**config.mk**
```make
export PLATFORM = sky130hd
export DESIGN_NAME = aiox_port
export DESIGN_NICKNAME = d
export VERILOG_FILES = /design/src/hw/aiox_port.v /design/src/hw/aiox_sync.v
export VERILOG_INCLUDE_DIRS = /design/src /design/src/hw
export SDC_FILE = /design/constraint.sdc
export NUM_CORES = 1
export LEC_CHECK = 0
export BUFFER_PORTS_ARGS = -buffer_cell sky130_fd_sc_hd__buf_2
export CORE_ASPECT_RATIO = 0.5
export CORE_MARGIN = 8
export CORE_UTILIZATION = 40
export DETAILED_ROUTE_END_ITERATION = 8
export PLACE_DENSITY = 0.66
export SLEW_MARGIN = 0
export SYNTH_ARGS = -nofsm -noshare
export SYNTH_HDL_FRONTEND = slang
export SYNTH_HIERARCHICAL = 1
export SYNTH_SLANG_ARGS = --single-unit
```
**constraint.sdc**
```tcl
create_clock -name sys_clk -period 9.5 [get_ports sys_clk]
set_clock_uncertainty 0.2 [all_clocks]
set_input_delay 0.475 -clock sys_clk [delete_from_list [all_inputs] [get_ports sys_clk]]
set_output_delay 0.475 -clock sys_clk [all_outputs]
set_load 0.05 [all_outputs]
```
**src/hw/aiox_port_defs.vh**
```
// Constants for the asynchronous I/O expansion port host controller
`ifndef AIOX_PORT_DEFS_VH
`define AIOX_PORT_DEFS_VH

// System clock period in ns (100 MHz)
`define AIOX_CLK_NS 10

// Bus error timeout, older and later boards, in ns
`define AIOX_TMO_OLD_NS 61000
`define AIOX_TMO_NEW_NS 125000
// Longest times rounded down to whole 10 ns cycles, sized to the counter
`define AIOX_TMO_OLD_CYC 14'h17D4
`define AIOX_TMO_NEW_CYC 14'h30D4

// Least times in ns, taken at the slowest listed processor clock
`define AIOX_ADDR_LEAD_NS 100
`define AIOX_DATA_LEAD_NS 20
`define AIOX_SEL_HOLD_NS 110
`define AIOX_ADDR_HOLD_NS 20
`define AIOX_GAP_NS 100
// Least times rounded up to whole 10 ns cycles, sized so nothing is cut silently
`define AIOX_ADDR_LEAD_CYC 14'h000A
`define AIOX_DATA_LEAD_CYC 14'h0002
`define AIOX_SEL_HOLD_CYC 14'h000B
`define AIOX_ADDR_HOLD_CYC 14'h0002
`define AIOX_GAP_CYC 14'h000A

// Counter width, large enough for the longest timeout
`define AIOX_CNT_W 14

// Window decode: 4096-byte window, ten driven lines plus two spares
`define AIOX_WIN_LSB 12
`define AIOX_ADDR_LINES 10
`define AIOX_SPARE_LSB 10
`define AIOX_WIN_BASE 32'h00000000

// Transfer size codes on the request port
`define AIOX_SIZE_BYTE 2'h0
`define AIOX_SIZE_WORD 2'h1
`define AIOX_SIZE_LONG 2'h2

// Byte counts of a transfer
`define AIOX_BYTES_1 3'h1
`define AIOX_BYTES_2 3'h2
`define AIOX_BYTES_4 3'h4

// Synchroniser bit positions
`define AIOX_SY_BACK 0
`define AIOX_SY_WACK 1
`define AIOX_SY_IRQ3 2
`define AIOX_SY_IRQ4 3
`define AIOX_SY_W 4

`endif

```
**src/hw/aiox_port.v**
```verilog
// Host controller for the asynchronous I/O expansion port
//
// Operation
// - Select only for accesses inside port window
// - Acknowledge line chosen sets port width
// - Missing acknowledge ends cycle with bus error
// - Read: select low with direction high
// - Write: select low with direction low
// - Latch read data, then negate select
// - Write data stable before and during select
// - Peripheral MSB on bit 31, top lanes
// - Only naturally aligned transfers are issued
// - No transfer narrower than peripheral width
// - Wider transfers split into back-to-back cycles
// - 4096-byte window, ten address lines driven
// - Select and acknowledges are active low
// - Interrupt inputs map to levels 3, 4
`timescale 1ns/1ps
`include "aiox_port_defs.vh"
module aiox_port #(
  parameter [31:0] WIN_BASE = `AIOX_WIN_BASE,
  parameter [`AIOX_CNT_W-1:0] TMO_OLD_CYC = `AIOX_TMO_OLD_CYC,
  parameter [`AIOX_CNT_W-1:0] TMO_NEW_CYC = `AIOX_TMO_NEW_CYC
) (
  // Clock, reset, enable
  input wire sys_clk,
  input wire rst_n,
  input wire ce,
  // Static configuration
  input wire cfgLateBoard,
  input wire cfgWordDevice,
  // Processor request
  input wire reqValid,
  input wire reqWrite,
  input wire [31:0] reqAddr,
  input wire [1:0] reqSize,
  input wire [31:0] reqWrData,
  output reg reqReady_q,
  // Processor answer
  output reg rspValid_q,
  output reg rspBusErr_q,
  output reg rspFault_q,
  output reg rspWordAck_q,
  output reg [31:0] rspRdData_q,
  // Expansion port pins
  output reg [`AIOX_ADDR_LINES-1:0] portAddr_q,
  output reg [1:0] addrSpare_q,
  output reg rdWr_q,
  output reg selN_q,
  input wire byte_ack_n,
  input wire word_ack_n,
  input wire [15:0] dataIn,
  output reg [15:0] dataOut_q,
  output reg dataOe_q,
  // Peripheral interrupts and processor levels
  input wire irq3N,
  input wire irq4N,
  output reg irqLevel3_q,
  output reg irqLevel4_q
);

  // One-hot states
  localparam [5:0] ST_IDLE = 6'h01; // Waiting for a request
  localparam [5:0] ST_SETUP = 6'h02; // Address and data lead before select
  localparam [5:0] ST_SEL = 6'h04; // Select low, waiting for acknowledge
  localparam [5:0] ST_HOLD = 6'h08; // Select held after acknowledge
  localparam [5:0] ST_AHOLD = 6'h10; // Address held after select rises
  localparam [5:0] ST_GAP = 6'h20; // Idle gap and acknowledge release

  // Cycle counts at counter width
  localparam [`AIOX_CNT_W-1:0] ADDR_LEAD = `AIOX_ADDR_LEAD_CYC;
  localparam [`AIOX_CNT_W-1:0] DATA_LEAD = `AIOX_DATA_LEAD_CYC;
  localparam [`AIOX_CNT_W-1:0] SETUP_CYC = (ADDR_LEAD > DATA_LEAD) ? ADDR_LEAD : DATA_LEAD;
  localparam [`AIOX_CNT_W-1:0] HOLD_CYC = `AIOX_SEL_HOLD_CYC;
  localparam [`AIOX_CNT_W-1:0] AHOLD_CYC = `AIOX_ADDR_HOLD_CYC;
  localparam [`AIOX_CNT_W-1:0] GAP_CYC = `AIOX_GAP_CYC;
  localparam [`AIOX_CNT_W-1:0] CNT_ONE = 1;

  reg [5:0] state_q; // Controller state
  reg [`AIOX_CNT_W-1:0] cnt_q; // Delay and timeout counter
  reg [2:0] remBytes_q; // Bytes still to move in this transfer
  reg [31:0] curAddr_q; // Address of the current bus cycle
  reg [31:0] wrBuf_q; // Write bytes, next one at the top
  reg [31:0] rdBuf_q; // Read bytes, gathered from the bottom
  reg errSeen_q; // Bus error seen in this transfer
  reg narrowSeen_q; // Byte left for a word-wide device

  wire [`AIOX_SY_W-1:0] syncIn; // Raw levels into the synchroniser
  wire [`AIOX_SY_W-1:0] syncOut; // Synchronised levels
  wire byteAck; // Synchronised byte acknowledge, active high
  wire wordAck; // Synchronised word acknowledge, active high
  wire anyAck; // Either acknowledge present
  wire inWindow; // Request falls inside the port window
  wire aligned; // Request is naturally aligned
  wire narrow; // Byte request aimed at a word-wide device
  wire [`AIOX_CNT_W-1:0] tmoCyc; // Timeout chosen for this board
  wire [2:0] reqBytes; // Byte count of the request
  wire [2:0] stepBytes; // Bytes moved by the cycle just acknowledged

  // All four asynchronous inputs idle high; acknowledges and interrupts alike
  assign syncIn = {irq4N, irq3N, word_ack_n, byte_ack_n};

  aiox_sync #(
    .W(`AIOX_SY_W),
    .RESET_VAL({`AIOX_SY_W{1'b1}})
  ) u_sync (
    .sys_clk(sys_clk),
    .rst_n(rst_n),
    .ce(ce),
    .asyncIn(syncIn),
    .syncOut(syncOut)
  );

  // Active-low pins turned into active-high events
  assign byteAck = ~syncOut[`AIOX_SY_BACK];
  assign wordAck = ~syncOut[`AIOX_SY_WACK];
  assign anyAck = byteAck | wordAck;

  // Window decode on the bits above the 4096-byte window
  assign inWindow = (reqAddr[31:`AIOX_WIN_LSB] == WIN_BASE[31:`AIOX_WIN_LSB]);

  // Natural alignment, no size lines reach the peripheral
  assign aligned = (reqSize == `AIOX_SIZE_BYTE) ||
                   ((reqSize == `AIOX_SIZE_WORD) && (reqAddr[0] == 1'b0)) ||
                   ((reqSize == `AIOX_SIZE_LONG) && (reqAddr[1:0] == 2'h0));

  // A byte cannot be moved to a word-wide device
  assign narrow = cfgWordDevice && (reqSize == `AIOX_SIZE_BYTE);

  assign tmoCyc = cfgLateBoard ? TMO_NEW_CYC : TMO_OLD_CYC;

  assign reqBytes = (reqSize == `AIOX_SIZE_BYTE) ? `AIOX_BYTES_1 :
                    (reqSize == `AIOX_SIZE_WORD) ? `AIOX_BYTES_2 : `AIOX_BYTES_4;

  // The acknowledge chosen sets the width; a word ack on one byte left moves one
  assign stepBytes = (wordAck && (remBytes_q != `AIOX_BYTES_1)) ? `AIOX_BYTES_2 :
                     `AIOX_BYTES_1;

  // Interrupt levels follow the synchronised inputs
  always @(posedge sys_clk or negedge rst_n) begin
    if (!rst_n) begin
      irqLevel3_q <= 1'b0;
      irqLevel4_q <= 1'b0;
    end else if (ce) begin
      irqLevel3_q <= ~syncOut[`AIOX_SY_IRQ3];
      irqLevel4_q <= ~syncOut[`AIOX_SY_IRQ4];
    end
  end

  // Main sequencer: one transfer may take several bus cycles
  always @(posedge sys_clk or negedge rst_n) begin
    if (!rst_n) begin
      state_q <= ST_IDLE;
      cnt_q <= {`AIOX_CNT_W{1'b0}};
      remBytes_q <= 3'h0;
      curAddr_q <= 32'h00000000;
      wrBuf_q <= 32'h00000000;
      rdBuf_q <= 32'h00000000;
      errSeen_q <= 1'b0;
      narrowSeen_q <= 1'b0;
      reqReady_q <= 1'b1;
      rspValid_q <= 1'b0;
      rspBusErr_q <= 1'b0;
      rspFault_q <= 1'b0;
      rspWordAck_q <= 1'b0;
      rspRdData_q <= 32'h00000000;
      portAddr_q <= {`AIOX_ADDR_LINES{1'b0}};
      addrSpare_q <= 2'h0;
      rdWr_q <= 1'b1;
      selN_q <= 1'b1;
      dataOut_q <= 16'h0000;
      dataOe_q <= 1'b0;
    end else if (ce) begin
      // Answer strobe lasts one cycle
      rspValid_q <= 1'b0;
      case (state_q)
        ST_IDLE: begin
          if (reqValid) begin
            if (!inWindow || !aligned || narrow) begin
              // Refused: answer at once, no select is driven
              rspValid_q <= 1'b1;
              rspFault_q <= 1'b1;
              rspBusErr_q <= 1'b0;
              rspRdData_q <= 32'h00000000;
            end else begin
              // Drive address, direction and write data ahead of select
              reqReady_q <= 1'b0;
              remBytes_q <= reqBytes;
              curAddr_q <= reqAddr;
              portAddr_q <= reqAddr[`AIOX_ADDR_LINES-1:0];
              addrSpare_q <= reqAddr[`AIOX_WIN_LSB-1:`AIOX_SPARE_LSB];
              rdWr_q <= ~reqWrite;
              // Left-justify so the first byte sits on the top lanes
              wrBuf_q <= (reqSize == `AIOX_SIZE_BYTE) ? {reqWrData[7:0], 24'h000000} :
                         (reqSize == `AIOX_SIZE_WORD) ? {reqWrData[15:0], 16'h0000} :
                         reqWrData;
              dataOut_q <= (reqSize == `AIOX_SIZE_BYTE) ? {reqWrData[7:0], 8'h00} :
                           (reqSize == `AIOX_SIZE_WORD) ? reqWrData[15:0] :
                           reqWrData[31:16];
              dataOe_q <= reqWrite;
              rdBuf_q <= 32'h00000000;
              errSeen_q <= 1'b0;
              narrowSeen_q <= 1'b0;
              cnt_q <= CNT_ONE;
              state_q <= ST_SETUP;
            end
          end
        end
        ST_SETUP: begin
          // Lead time covers both address and write data setup
          if (cnt_q >= SETUP_CYC) begin
            selN_q <= 1'b0;
            cnt_q <= CNT_ONE;
            state_q <= ST_SEL;
          end else begin
            cnt_q <= cnt_q + CNT_ONE;
          end
        end
        ST_SEL: begin
          if (anyAck) begin
            // Width taken from the acknowledge line seen
            rspWordAck_q <= wordAck;
            if (wordAck && (remBytes_q == `AIOX_BYTES_1)) begin
              narrowSeen_q <= 1'b1;
            end
            cnt_q <= CNT_ONE;
            state_q <= ST_HOLD;
          end else if (cnt_q >= tmoCyc) begin
            // No acknowledge in time: abort the whole transfer
            errSeen_q <= 1'b1;
            remBytes_q <= 3'h0;
            selN_q <= 1'b1;
            cnt_q <= CNT_ONE;
            state_q <= ST_AHOLD;
          end else begin
            cnt_q <= cnt_q + CNT_ONE;
          end
        end
        ST_HOLD: begin
          // Select and write data held; read data settles meanwhile
          if (cnt_q >= HOLD_CYC) begin
            if (stepBytes == `AIOX_BYTES_2) begin
              rdBuf_q <= {rdBuf_q[15:0], dataIn};
              wrBuf_q <= {wrBuf_q[15:0], 16'h0000};
            end else begin
              rdBuf_q <= {rdBuf_q[23:0], dataIn[15:8]};
              wrBuf_q <= {wrBuf_q[23:0], 8'h00};
            end
            remBytes_q <= remBytes_q - stepBytes;
            curAddr_q <= curAddr_q + {29'h00000000, stepBytes};
            selN_q <= 1'b1;
            cnt_q <= CNT_ONE;
            state_q <= ST_AHOLD;
          end else begin
            cnt_q <= cnt_q + CNT_ONE;
          end
        end
        ST_AHOLD: begin
          // Address, direction and data stay put after select rises
          if (cnt_q >= AHOLD_CYC) begin
            dataOe_q <= 1'b0;
            cnt_q <= CNT_ONE;
            state_q <= ST_GAP;
          end else begin
            cnt_q <= cnt_q + CNT_ONE;
          end
        end
        ST_GAP: begin
          // Next cycle waits for the gap and for both acks to be released
          if ((cnt_q >= GAP_CYC) && !anyAck) begin
            if (remBytes_q != 3'h0) begin
              // Next piece of a split transfer
              portAddr_q <= curAddr_q[`AIOX_ADDR_LINES-1:0];
              addrSpare_q <= curAddr_q[`AIOX_WIN_LSB-1:`AIOX_SPARE_LSB];
              dataOut_q <= wrBuf_q[31:16];
              dataOe_q <= ~rdWr_q;
              cnt_q <= CNT_ONE;
              state_q <= ST_SETUP;
            end else begin
              // Transfer complete: answer and return to idle
              rspValid_q <= 1'b1;
              rspBusErr_q <= errSeen_q;
              rspFault_q <= narrowSeen_q;
              rspRdData_q <= errSeen_q ? 32'h00000000 : rdBuf_q;
              reqReady_q <= 1'b1;
              rdWr_q <= 1'b1;
              state_q <= ST_IDLE;
            end
          end else if (cnt_q < GAP_CYC) begin
            cnt_q <= cnt_q + CNT_ONE;
          end
        end
        default: begin
          // Unknown code: drop back to a safe idle
          selN_q <= 1'b1;
          dataOe_q <= 1'b0;
          reqReady_q <= 1'b1;
          state_q <= ST_IDLE;
        end
      endcase
    end
  end

endmodule // aiox_port

```
**src/hw/aiox_sync.v**
```verilog
// Two-flop level synchroniser with clock enable
`timescale 1ns/1ps
module aiox_sync #(
  parameter W = 1,
  parameter [W-1:0] RESET_VAL = {W{1'b0}}
) (
  // Clock, reset, enable
  input wire sys_clk,
  input wire rst_n,
  input wire ce,
  // Asynchronous levels in, synchronised levels out
  input wire [W-1:0] asyncIn,
  output wire [W-1:0] syncOut
);

  reg [W-1:0] meta_q; // First stage, read only by the second stage
  reg [W-1:0] sync_q; // Second stage, safe to use

  // Two stages give the first flop a full cycle to settle
  always @(posedge sys_clk or negedge rst_n) begin
    if (!rst_n) begin
      meta_q <= RESET_VAL;
      sync_q <= RESET_VAL;
    end else if (ce) begin
      meta_q <= asyncIn;
      sync_q <= meta_q;
    end
  end

  assign syncOut = sync_q;

endmodule // aiox_sync

```
==> results.txt, run 1 <==
The flow ran to the end, and the final reports show no timing, DRC or antenna violations. The internal reg-to-reg setup slack came out at 5.60 ns. The number of core rows came out at 39. Counting flops and latches in the post-synthesis netlist gives 179. The top achievable clock speed is 256.7 MHz. For this run, the detailed router's first-pass iteration total came to 7. The clock network burns 26.1% of the power.

The switching share of power is 40.94%. The remaining number of nets flagged by the antenna check after routing came out at 0. The total number of H-tree levels came out at 4.

The portion of the clock cycle consumed by the worst path in the final layout came out at 41.01%. The number of vias after detailed routing is 8,007. The net count reported at finish came out at 1,205. The post-place instance area came out at 0.01037 sq mm. The die covers 0.02893 sq mm. Sequential cells were found to cover 47.86% of the synthesized design area.

The critical path is of the reg2reg type. The CTS buffer count came out at 17. The hold-critical path endpoint is rdWr_q.

The total of warnings raised by yosys is 6. The startpoint identified for the worst register-to-register timing path is state_q[2]. The master cell of the clock root buffer is sky130_fd_sc_hd__clkbuf_16.

For this run, the leading register cell type out of synthesis is sky130_fd_sc_hd__dfrtp_1. In the post-synthesis netlist, the biggest area contributors are sky130_fd_sc_hd__dfrtp_1 (45%), sky130_fd_sc_hd__nand2_1 (7.6%), sky130_fd_sc_hd__o21ai_0 (6.7%), sky130_fd_sc_hd__mux2i_1 (5.4%), sky130_fd_sc_hd__dfstp_2 (3.4%). The largest vdd supply drop came out at 115.9 uV. The total placed cells including tap cells is 1,388. The average wire per cell in the routed design came out at 18.77 um. The final hold violation count came out at 0. The vias per cell came out at 5.631. The required time of the critical path came out at 9.58 ns. The top cell type by area accounts for 44.50% of the synthesized area. For the worst setup path, the data arrival time is 3.97 ns.

The netlist uses 70 different library cells. TritonCTS built the clock tree. Combinational logic is responsible for 37.8% of the overall power. After routing, the total negative slack on setup checks comes to 0 ns.

The clock insertion delay at the later pin of the skew report came out at 0.44 ns. The floorplan die width came out at 232.7 um. Of the cells placed in the final design, the portion with a size suffix greater than 1 is 23.43%. The final count of pins violating max slew came out at 0. In this run the worst hold path is classified as in2reg. The clock-pin slew reported for the worst setup and hold paths after clock tree synthesis came out at 0.07 ns. The wire length of the first global-routing pass came out at 43.55 mm. The clock period minus worst slack came out at 3.896 ns. Synthesis produced a netlist whose cell count is 985. The count of maximum capacitance violations came out at 0. The normalized max-slew margin is 24.59%. The overflow left after global routing is 0. Setup violations remaining at the end of the flow were counted as 0. The y dimension of the die came out at 124.3 um. Internal power comes to 1715 uW. For this run, design rule violations remaining after detail routing come to 0.

In this run, the number of DRC markers left after iteration 0 of detailed routing was 698. The number of I/O port buffers is 162. The initial core utilization is 40.94%. The maximum number of pins on one net before global-route repair came out at 93. The post-detailed-placement half-perimeter wirelength is 18.74 mm.

The startpoint identified for the worst hold timing path is reqWrite. STA classifies the critical path endpoint as a flop. The combined global-route utilization of all metal layers is 18.41%.

The count of clock tree sinks is 179. The final estimated routing congestion in global placement is 0.8686. The share of flip-flops with an asynchronous set or reset is 100.0%. The overall routed net length came out at 26.70 mm. The critical register-to-register path endpoint is curAddr_q[11]. At the pin with the least slew margin, the transition time is 1.128 ns. The area growth from synthesis to final layout came out at 17.24%.

The post-CTS resize count came out at 0. Power comes to 2904 uW. The power density relative to cell area is 263.8 mW/mm^2. The number of global-route vias before repair came out at 8,084. The clock tree buffer depth is 2. The count of cells in the finished layout, fillers not included, comes to 1,422.

The hold path depth is 2. Setup repair after global routing left no endpoint under its margin. Once layout is done, the placed cells without fillers occupy 0.01101 sq mm. The total nets after synthesis came out at 1,089. The length in cells of the worst reg-to-reg path is 6. The largest total area in the synthesized netlist belongs to sky130_fd_sc_hd__dfrtp_1. The number of synthesized flops with an enable pin is 0.

The number of antenna violations at the first check in global routing is 1. The total leakage power is 0.005002 uW. The switching power summed over all nets is 1189 uW. The worst-path maximum fanout came out at 92. The synthesized netlist occupies a cell area of 0.009390 sq mm.

The average cell area after synthesis is 9.533 sq um. The region available for standard cell placement spans 0.02293 sq mm. The I/O pin total is 163. Sequential cells burn 36.2% of the power.

STA classifies the critical path startpoint as a flop.
Yosys cell counts (all sizes together), types with 2 or more instances:
| master | number |
|---|---|
| o32ai | 2 |
| nand4b | 3 |
| clkbuf | 44 |
| fa | 2 |
| nor4b | 2 |
| mux2 | 19 |
| nor2 | 35 |
| nor3 | 14 |
| and2 | 4 |
| ha | 9 |
| dfrtp | 167 |
| a21o | 4 |
| mux2i | 51 |
| o211ai | 6 |
| dfstp | 12 |
| xor2 | 2 |
| and4 | 2 |
| buf | 35 |
| a31oi | 8 |
| and4b | 2 |
| a22o | 10 |
| nor4 | 11 |
| o22ai | 21 |
| a2bb2oi | 29 |
| a311oi | 2 |
| nand2 | 189 |
| nor3b | 4 |
| a221o | 2 |
| a22oi | 17 |
| inv | 15 |
| and3 | 10 |
| o2bb2ai | 2 |
| o21ai | 128 |
| or4 | 2 |
| nor2b | 8 |
| o22a | 6 |
| o31ai | 35 |
| a21oi | 30 |
| o311ai | 2 |
| nand4 | 5 |
| nand3 | 18 |
per-stage QoR:
step           hold slack [ns]  setup WS (ns)  util, %
6_report               0.02729          5.604    48.00
5_1_grt                0.01036          5.281    48.00
4_1_cts               0.006163          5.649    47.99
3_5_place_dp            0.2578          5.456    45.23
3_3_place_gp            0.2529          5.588    45.23
2_1_floorplan         -0.02059          6.370        -
final cells by class:
cell class	count	area [sq um]
timing repair buffer	176	924.6
tap	307	384.1
clock buffer	19	452.9
clock inverter	13	170.2
inverter	15	56.30
antenna	1	2.502
fill	2154	11930
sequential	179	4494
multi-input combinational	712	4524
cells in the final DEF, fill, tap and decap left out, drive strengths merged, types with 8 or more instances in the layout:
cell type	count
nand3	18
nor2	35
mux2	19
ha	9
buf	175
nor3	14
o21ai	128
nand2	189
a21oi	30
o31ai	35
dfrtp	167
a22o	10
a22oi	17
nor4	11
nor2b	8
dfstp	12
a31oi	8
o22ai	21
and3	10
mux2i	51
inv	21
clkbuf	19
a2bb2oi	29
cells by family (layout without fill, tap and decap cells):
| group | Yosys count | in the layout | synth area share, % |
|---|---|---|---|
| AOI/OAI and AO/OA | 317 | 317 | 22.86 |
| and+or+nand+nor | 312 | 312 | 15.06 |
| DFF | 179 | 179 | 47.86 |
| buffers and inverters | 94 | 223 | 4.370 |
| muxes | 70 | 70 | 8.035 |
| adders and majority gates | 11 | 11 | 1.626 |
| xor gates and xnor gates | 2 | 2 | 0.1866 |
| other | 0 | 1 | 0 |
flip-flops by register name, summed over array words and instances (netlist names):
name            cells
state_q             6
narrowSeen_q        1
rdBuf_q            32
dataOe_q            1
rspValid_q          1
errSeen_q           1
rspWordAck_q        1
reqReady_q          1
u_sync/meta_q       4
remBytes_q          3
selN_q              1
rdWr_q              1
rspBusErr_q         1
dataOut_q          16
irqLevel3_q         1
rspFault_q          1
curAddr_q          12
addrSpare_q         2
wrBuf_q            32
rspRdData_q        32
cnt_q              14
u_sync/syncOut      4
portAddr_q         10
irqLevel4_q         1
routing by layer:
metal	vias up	part of all wire [%]	track usage (%)
li1	3820	-	-
met1	3946	43	23.30
met2	201	49	30.46
met3	40	5.2	4.661
met4	0	2.0	5.934
met5	-	0	0
worst max path at each step:
stage / startpoint / to / slack (ns)
after detailed placement: reqSize[1] / curAddr_q[11] / 5.46
final: state_q[2] / curAddr_q[11] / 5.60
after floorplan: remBytes_q[1] / curAddr_q[10] / 6.37
after global placement: reqSize[1] / curAddr_q[10] / 5.59
after global routing: state_q[2] / curAddr_q[11] / 5.28
after CTS: state_q[2] / curAddr_q[11] / 5.65
worst max-delay path, cell delays in order, from the launching register on:
cell                       delay, ns
sky130_fd_sc_hd__dfrtp_1        0.52
sky130_fd_sc_hd__nor4b_1        0.70
sky130_fd_sc_hd__and2_1         0.79
sky130_fd_sc_hd__o21bai_4       0.52
sky130_fd_sc_hd__buf_4          0.53
sky130_fd_sc_hd__o21ai_0        0.29
sky130_fd_sc_hd__o21ai_0        0.13
power groups by stage:
stage / Sequential, uW / Clock [uW] / Combinational [uW]
after floorplan: 1260 / 0 / 580
after global placement: 1050 / 0 / 1080
after detailed placement: 1060 / 0 / 1090
after CTS: 1050 / 771 / 1100
after global routing: 1070 / 801 / 1180
final: 1050 / 757 / 1100
repair_timing:
item                                   4_1_cts  5_1_grt
buffers inserted                             0        0
setup endpoints to repair                    0        0
endpoints found under the hold margin       41        0
hold buffers                                 1        0
Note: power is estimated with default switching activity, not from simulation.
==> run 2, diff against run 1 <==
==> constraint.sdc (replaced) <==
create_clock -name sys_clk -period 4 [get_ports sys_clk]
set_clock_uncertainty 0.2 [all_clocks]
set_input_delay 0.2 -clock sys_clk [delete_from_list [all_inputs] [get_ports sys_clk]]
set_output_delay 0.2 -clock sys_clk [all_outputs]
set_load 0.05 [all_outputs]
==> results.txt, run 2 (same netlist as run 1, synthesis figures left out) <==
The combined global-route utilization of all metal layers came to 18.73% (+0.33 points). The portion of the clock cycle consumed by the worst path in the final layout came to 79.25% (+38 points). The final hold violation count is 0 (unchanged). The number of global-route vias before repair was 8,238 (+1.9%).

The share of total power in sequential cells came out at 36.3% (about the same). The wire length of the first global-routing pass came out at 44.31 mm (+1.7%). The slowest stage of the critical path belongs to the cell sky130_fd_sc_hd__nor4b_1.

The number of hold-repair buffers added at the cts stage is 58 (+57). The worst-path maximum fanout came out at 13 (-86%). The number of vias after detailed routing came out at 8,179 (+2.1%). The clock period minus worst slack came out at 3.170 ns (-0.7263 ns).

The number of design rule violations left after detail routing came out at 0 (unchanged). The detailed router's first-iteration violation count is 752 (+7.7%). The core area is 0.02293 sq mm (unchanged).

The final worst hold slack is 0.02854 ns (+0.001252 ns). The final count of pins violating max slew is 0 (unchanged). The critical path data arrival time was 3.34 ns (-0.63 ns).

The part of the total power dissipated in the clock network came to 24.7% (-1.4 points). The total number of H-tree levels came out at 4 (unchanged). In the layout the commonest cells are sky130_fd_sc_hd__nand2_1 (188), sky130_fd_sc_hd__dfrtp_1 (167), sky130_fd_sc_hd__buf_2 (161). The final estimated routing congestion in global placement is 0.8705 (+0.22%). The slew at the pin closest to its max-slew limit came to 0.9017 ns (-0.2264 ns). The required time of the critical path came to 4.17 ns (-5.41 ns). The master cell of the clock root buffer is sky130_fd_sc_hd__clkbuf_16.

The count of maximum capacitance violations came out at 0 (unchanged). The internal reg-to-reg setup slack came out at 0.83 ns (-4.77 ns). The net count reported at finish is 1,267 (+5.1%). The average wire per cell in the routed design was 18.55 um (-1.2%). The overall routed net length came out at 27.50 mm (+3.0%).

The hold path depth came out at 5 (+3). In this run the worst hold path is classified as in2reg. The worst register-to-register path begins at state_q[2]. The clock-pin slew reported for the worst setup and hold paths after clock tree synthesis is 0.06 ns (about the same). The buffers inserted during post-CTS setup optimization came out at 0 (unchanged). The post-CTS resize count came out at 0 (unchanged). The switching power summed over all nets came out at 2802 uW (+140%). The largest vdd supply drop is 349.7 uV (+200%). Relative to the synthesized area, the layout overhead comes to 23.73%. The switching share of power is 40.76% (-0.18 points). For hold timing, the worst endpoint is wrBuf_q[24]. The floorplan die width is 232.7 um (unchanged). The worst path buffer plus inverter count is 1 (unchanged).

The critical register-to-register path endpoint is cnt_q[7]. The critical path goes through nor4b_1 > nand2_2 > nand4_1 > o311ai_1 > buf_4 > nor2_1 > a22o_1. The y dimension of the die came to 124.3 um (unchanged). The count of final setup violators came out at 0 (unchanged).

The number of core rows came out at 39 (unchanged). The remaining number of nets flagged by the antenna check after routing came out at 0 (unchanged). The maximum number of pins on one net before global-route repair came out at 104 (+12%). The overflow left after global routing is 0 (unchanged). The initial core utilization is 40.94% (unchanged). The internal power is 4072 uW (+140%).

The total leakage power came out at 0.005252 uW (+5.0%). The normalized max-slew margin came out at 39.73% (+15 points). TritonCTS built the clock tree. The total die area was 0.02893 sq mm (unchanged). The power density relative to cell area came out at 591.6 mW/mm^2 (+120%). The number of antenna violations at the first check in global routing was 2 (+1). The filler cell count came out at 2,134 (-0.93%).

The aggregate negative setup slack is 0 ns (unchanged). The setup path with the least slack is of type reg2reg. The delay contributed by the slowest stage of the critical path is 0.70 ns (-0.09 ns). Setup repair after global routing left no endpoint under its margin.

The proportion of layout cells with a drive suffix above 1 is 22.47% (-0.96 points). In this run the most critical hold path is launched from reqWrData[24]. The clock insertion delay at the later pin of the skew report came out at 0.44 ns (about the same). The count of clock tree sinks is 179 (unchanged). The CTS buffer count came out at 17 (unchanged). The post-layout total power is 6874 uW (+140%). The clock tree buffer depth came out at 2 (unchanged). The number of I/O port buffers came out at 162 (unchanged). The I/O pin total is 163 (unchanged).

The post-detailed-placement half-perimeter wirelength came out at 18.80 mm (+0.30%). The most common library cell in the layout ignoring fill and taps is sky130_fd_sc_hd__nand2_1. The top achievable clock speed came out at 315.5 MHz (+23%). The combinational fraction of design power came out at 39.1% (+1.3 points).

The kind of cell with the highest combined delay along the critical path is simple AND/OR/NAND/NOR gates. The iteration count of the initial detailed-routing pass came out at 5 (-2). The run finished with clean final reports.

The largest registers in the layout are rdBuf_q: 32 flops, rspRdData_q: 32 flops, wrBuf_q: 32 flops. The worst setup path is captured at a flop. The length in cells of the worst reg-to-reg path was 7 (+1). The kind of start point of the critical path is a flop. The vias per cell is 5.515 (-2.1%).
==> run 2: changes by cell type in the layout (fill, tap and decap cells not counted), sizes merged <==
cell | previous run | this run
dlygate4sd3 | 1 | 58
buf | 175 | 180
inv | 21 | 17
clkbuf | 19 | 21
clkinvlp | 0 | 2
bufinv | 3 | 2
==> run 2: how the worst max path moves through the flow <==
stage               slack (ns)            end     startpoint  cells after the start
floorplan                 0.87  curAddr_q[10]  remBytes_q[1]                     11
global placement          0.90  curAddr_q[10]     reqSize[1]                      8
detailed placement        0.87       cnt_q[7]     reqSize[1]                      8
CTS                       0.86      cnt_q[12]     state_q[2]                      7
global route              0.54       cnt_q[3]     state_q[2]                      7
finish                    0.83       cnt_q[7]     state_q[2]                      7
==> run 2: area by class of cell <==
cell class / count / area (sq um) / area share (%)
Tap cell: 307 / 384.1 / 3.306
Inverter: 15 / 56.30 / 0.4846
Timing Repair Buffer: 238 / 1570 / 13.52
Sequential cell: 179 / 4494 / 38.68
Clock buffer: 21 / 460.4 / 3.963
Multi-Input combinational cell: 712 / 4524 / 38.94
Antenna cell: 1 / 2.502 / 0.02154
Clock inverter: 10 / 126.4 / 1.088
==> run 2: stage by stage <==
step	instance area (sq um)	utilization (%)	setup WS, ns	std cells
floorplan	9390	-	0.8696	985
global placement	10450	45.56	0.8974	1393
detailed placement	10450	45.56	0.8678	1393
CTS	11620	50.65	0.8650	1482
global route	11620	50.66	0.5386	1483
finish	11620	50.66	0.8300	1483
==> run 2: routing by layer <==
| metal | vias to the layer above | routed length, um | track usage [%] |
|---|---|---|---|
| met2 | 239 | 13190 | 30.12 |
| met1 | 3946 | 12050 | 24.14 |
| met5 | - | 13 | 0 |
| met4 | 2 | 831 | 7.582 |
| li1 | 3935 | - | - |
| met3 | 57 | 1415 | 4.297 |
==> run 2: worst register-to-register path, cell delays in order (launching register included) <==
cell and delay (ns):
sky130_fd_sc_hd__dfrtp_1 0.51, sky130_fd_sc_hd__nor4b_1 0.71, sky130_fd_sc_hd__nand2_2 0.30, sky130_fd_sc_hd__nand4_1 0.19
sky130_fd_sc_hd__o311ai_1 0.13, sky130_fd_sc_hd__buf_4 0.20, sky130_fd_sc_hd__nor2_1 0.60, sky130_fd_sc_hd__a22o_1 0.26
==> run 2: power groups by stage <==
stage / Clock [uW] / Combinational [uW] / Sequential, uW
5_1_grt: 1800 / 2880 / 2540
2_1_floorplan: 0 / 1380 / 3000
6_report: 1700 / 2690 / 2490
4_1_cts: 1740 / 2680 / 2490
3_3_place_gp: 0 / 2580 / 2500
3_5_place_dp: 0 / 2610 / 2510
==> run 3, diff against run 2 <==
==> constraint.sdc (replaced) <==
create_clock -name sys_clk -period 3.1 [get_ports sys_clk]
set_clock_uncertainty 0.2 [all_clocks]
set_input_delay 0.155 -clock sys_clk [delete_from_list [all_inputs] [get_ports sys_clk]]
set_output_delay 0.155 -clock sys_clk [all_outputs]
set_load 0.05 [all_outputs]
==> results.txt, run 3 (same netlist as run 1, synthesis figures left out) <==
The library cell contributing the largest single delay on the critical path is sky130_fd_sc_hd__nor4_1. The count of maximum capacitance violations was 0 (unchanged). The post-detailed-placement half-perimeter wirelength came out at 19.17 mm (+2.0%). The total number of H-tree levels is 4 (unchanged). The count of final setup violators came to 0 (unchanged). The delay contributed by the slowest stage of the critical path came out at 0.52 ns (-0.18 ns).

The final count of pins violating max slew is 0 (unchanged). The critical path data arrival time came out at 3.03 ns (-0.31 ns). The floorplan die width is 232.7 um (unchanged).

The iteration count of the initial detailed-routing pass is 5 (unchanged). The total leakage power came out at 0.005382 uW (+2.5%). The normalized max-slew margin is 39.81% (+0.084 points). The y dimension of the die is 124.3 um (unchanged).

The post-route core utilization is 51.69% (+1.0 points). The number of I/O port buffers is 162 (unchanged). The area occupied by multi-input gates came out at 0.004538 sq mm (+0.30%). The wire length of the first global-routing pass came to 45.33 mm (+2.3%). Leaving out fill and tap cells, the most frequent cells in the layout are sky130_fd_sc_hd__nand2_1 (188), sky130_fd_sc_hd__dfrtp_1 (167), sky130_fd_sc_hd__buf_2 (161). The vias per cell came out at 5.536 (+0.38%). The count of clock tree sinks is 179 (unchanged).

The combined global-route utilization of all metal layers was 19.16% (+0.43 points). The number of antenna violations at the first check in global routing came out at 2 (unchanged). The required time of the critical path is 3.22 ns (-0.95 ns).

Walking the worst path, the cells encountered are nor4_1 > nand4_1 > a21oi_1 > and3b_1 > buf_4 > o211ai_1 > mux2_2. In this design, the largest share of critical-path delay is due to simple AND/OR/NAND/NOR gates. The worst path buffer plus inverter count is 1 (unchanged).

The combinational fraction of design power came out at 39.5% (+0.4 points). The overall routed net length is 27.71 mm (+0.74%). The CTS buffer count is 17 (unchanged). The largest registers in the layout are rdBuf_q: 32 flops, rspRdData_q: 32 flops, wrBuf_q: 32 flops. The average wire per cell in the routed design is 18.46 um (-0.47%). The filler cell count came out at 2,097 (-1.7%). The number of core rows is 39 (unchanged). The clock tree buffer depth is 2 (unchanged). The switching power summed over all nets is 3680 uW (+31%). STA classifies the critical path endpoint as a flop. The worst hold path belongs to the class in2reg. The switching share of power came out at 40.75% (about the same). The detailed router's first-iteration violation count is 620 (-18%). The buffers inserted during post-CTS setup optimization came out at 0 (unchanged).

The worst-case setup slack after placement is 0.2028 ns (-0.6650 ns). The aggregate negative setup slack is 0 ns (unchanged). The number of global-route vias before repair is 8,473 (+2.9%). The worst-path maximum fanout came to 29 (+16). The largest vdd supply drop came to 353.0 uV (+0.94%). Leaving out fill and tap cells, the most frequent cell in the layout is sky130_fd_sc_hd__nand2_1. The total die area is 0.02893 sq mm (unchanged). The final hold violation count came out at 0 (unchanged).

The internal power is 5350 uW (+31%). Setup repair after global routing left no endpoint under its margin. The clock period minus worst slack came out at 2.908 ns (-0.2623 ns).

The number of design rule violations left after detail routing is 0 (unchanged). CTS placed an instance of sky130_fd_sc_hd__clkbuf_16 at the clock tree root. The number of vias after detailed routing is 8,310 (+1.6%). The remaining number of nets flagged by the antenna check after routing came out at 0 (unchanged).

The initial core utilization came to 40.94% (unchanged). TritonCTS built the clock tree. The post-route worst setup slack came to 0.1922 ns (-0.6377 ns).

The worst setup path is launched from a flop. The final estimated routing congestion in global placement is 0.8728 (+0.26%). The portion of the clock cycle consumed by the worst path in the final layout came out at 93.80% (+15 points). The area growth from synthesis to final layout came out at 26.25%.

The slew at the pin closest to its max-slew limit is 0.9023 ns (+0.0006273 ns). The core area is 0.02293 sq mm (unchanged). The share of total power in sequential cells came out at 35.5% (-0.8 points). The I/O pin total is 163 (unchanged). The net count reported at finish is 1,284 (+1.3%). The clock-pin slew reported for the worst setup and hold paths after clock tree synthesis came to 0.07 ns (about the same). The proportion of layout cells with a drive suffix above 1 is 23.81% (+1.3 points).

The top achievable clock speed is 343.9 MHz (+9.0%). The storage element area came out at 0.004494 sq mm (unchanged). The run finished with clean final reports. The overflow left after global routing is 0 (unchanged). The part of the total power dissipated in the clock network came to 25.0% (+0.3 points). The kind of critical path is reg2reg.

The power density relative to cell area was 761.8 mW/mm^2 (+29%). The clock insertion delay at the later pin of the skew report is 0.44 ns (about the same). The maximum number of pins on one net before global-route repair came out at 81 (-22%).
run 3: area by class of cell:
class / instances / share of cell area (%)
antenna: 1 / 0.02111
clock buffer: 19 / 3.821
inverter: 15 / 0.4749
multi-input combinational: 712 / 38.28
tap: 307 / 3.240
clock inverter: 13 / 1.340
sequential: 179 / 37.91
timing repair buffer: 255 / 14.91
run 3: worst paths after layout:
kind	start	end	slack, ns	depth (start not counted)
max	cnt_q[6]	dataOe_q	0.19	7
max in group asynchronous	rst_n	reqReady_q	1.86	3
max reg2reg	cnt_q[6]	dataOe_q	0.19	7
min	reqValid	reqReady_q	0.03	4
min reg2reg	rspRdData_q[26]	rspRdData_q[26]	0.28	2
min in group asynchronous	rst_n	dataOut_q[0]	0.07	2
run 3: metal layers:
| metal | wire length, um | vias up | global-route usage [%] |
|---|---|---|---|
| li1 | - | 3968 | - |
| met1 | 11950 | 4069 | 24.09 |
| met2 | 13550 | 215 | 31.79 |
| met3 | 1503 | 56 | 4.752 |
| met4 | 686 | 2 | 6.630 |
| met5 | 13 | - | 0 |
run 3: power by group through the flow:
stage               logic, uW  clock network, uW  registers [uW]
finish                   3570               2260            3210
global route             3840               2400            3270
CTS                      3580               2310            3200
detailed placement       3480                  0            3230
global placement         3430                  0            3220
floorplan                1780                  0            3870
run 3: worst reg2reg max path: cells and delay by family (launching register included):
| family | cells | cell delay [ns] |
|---|---|---|
| simple gates | 3 | 0.97 |
| compound gates | 2 | 0.55 |
| flops | 1 | 0.44 |
| mux | 1 | 0.36 |
| buf+inv | 1 | 0.27 |
run 3: timing repair:
action,CTS,global route
gates resized for setup,0,3
hold buffers,61,0
endpoints found under the setup margin,0,11
endpoints found under the hold margin,162,0
run 3: through the flow:
stage	hold WS [ns]	total power (uW)	instance area, sq um	std cells
after global placement	-0.01283	6644	10620	1407
after CTS	0.003731	9081	11840	1500
after detailed placement	-0.01645	6717	10620	1407
after floorplan	-0.3406	5645	9392	985
final	0.03076	9031	11860	1501
after global routing	0.04288	9506	11860	1501
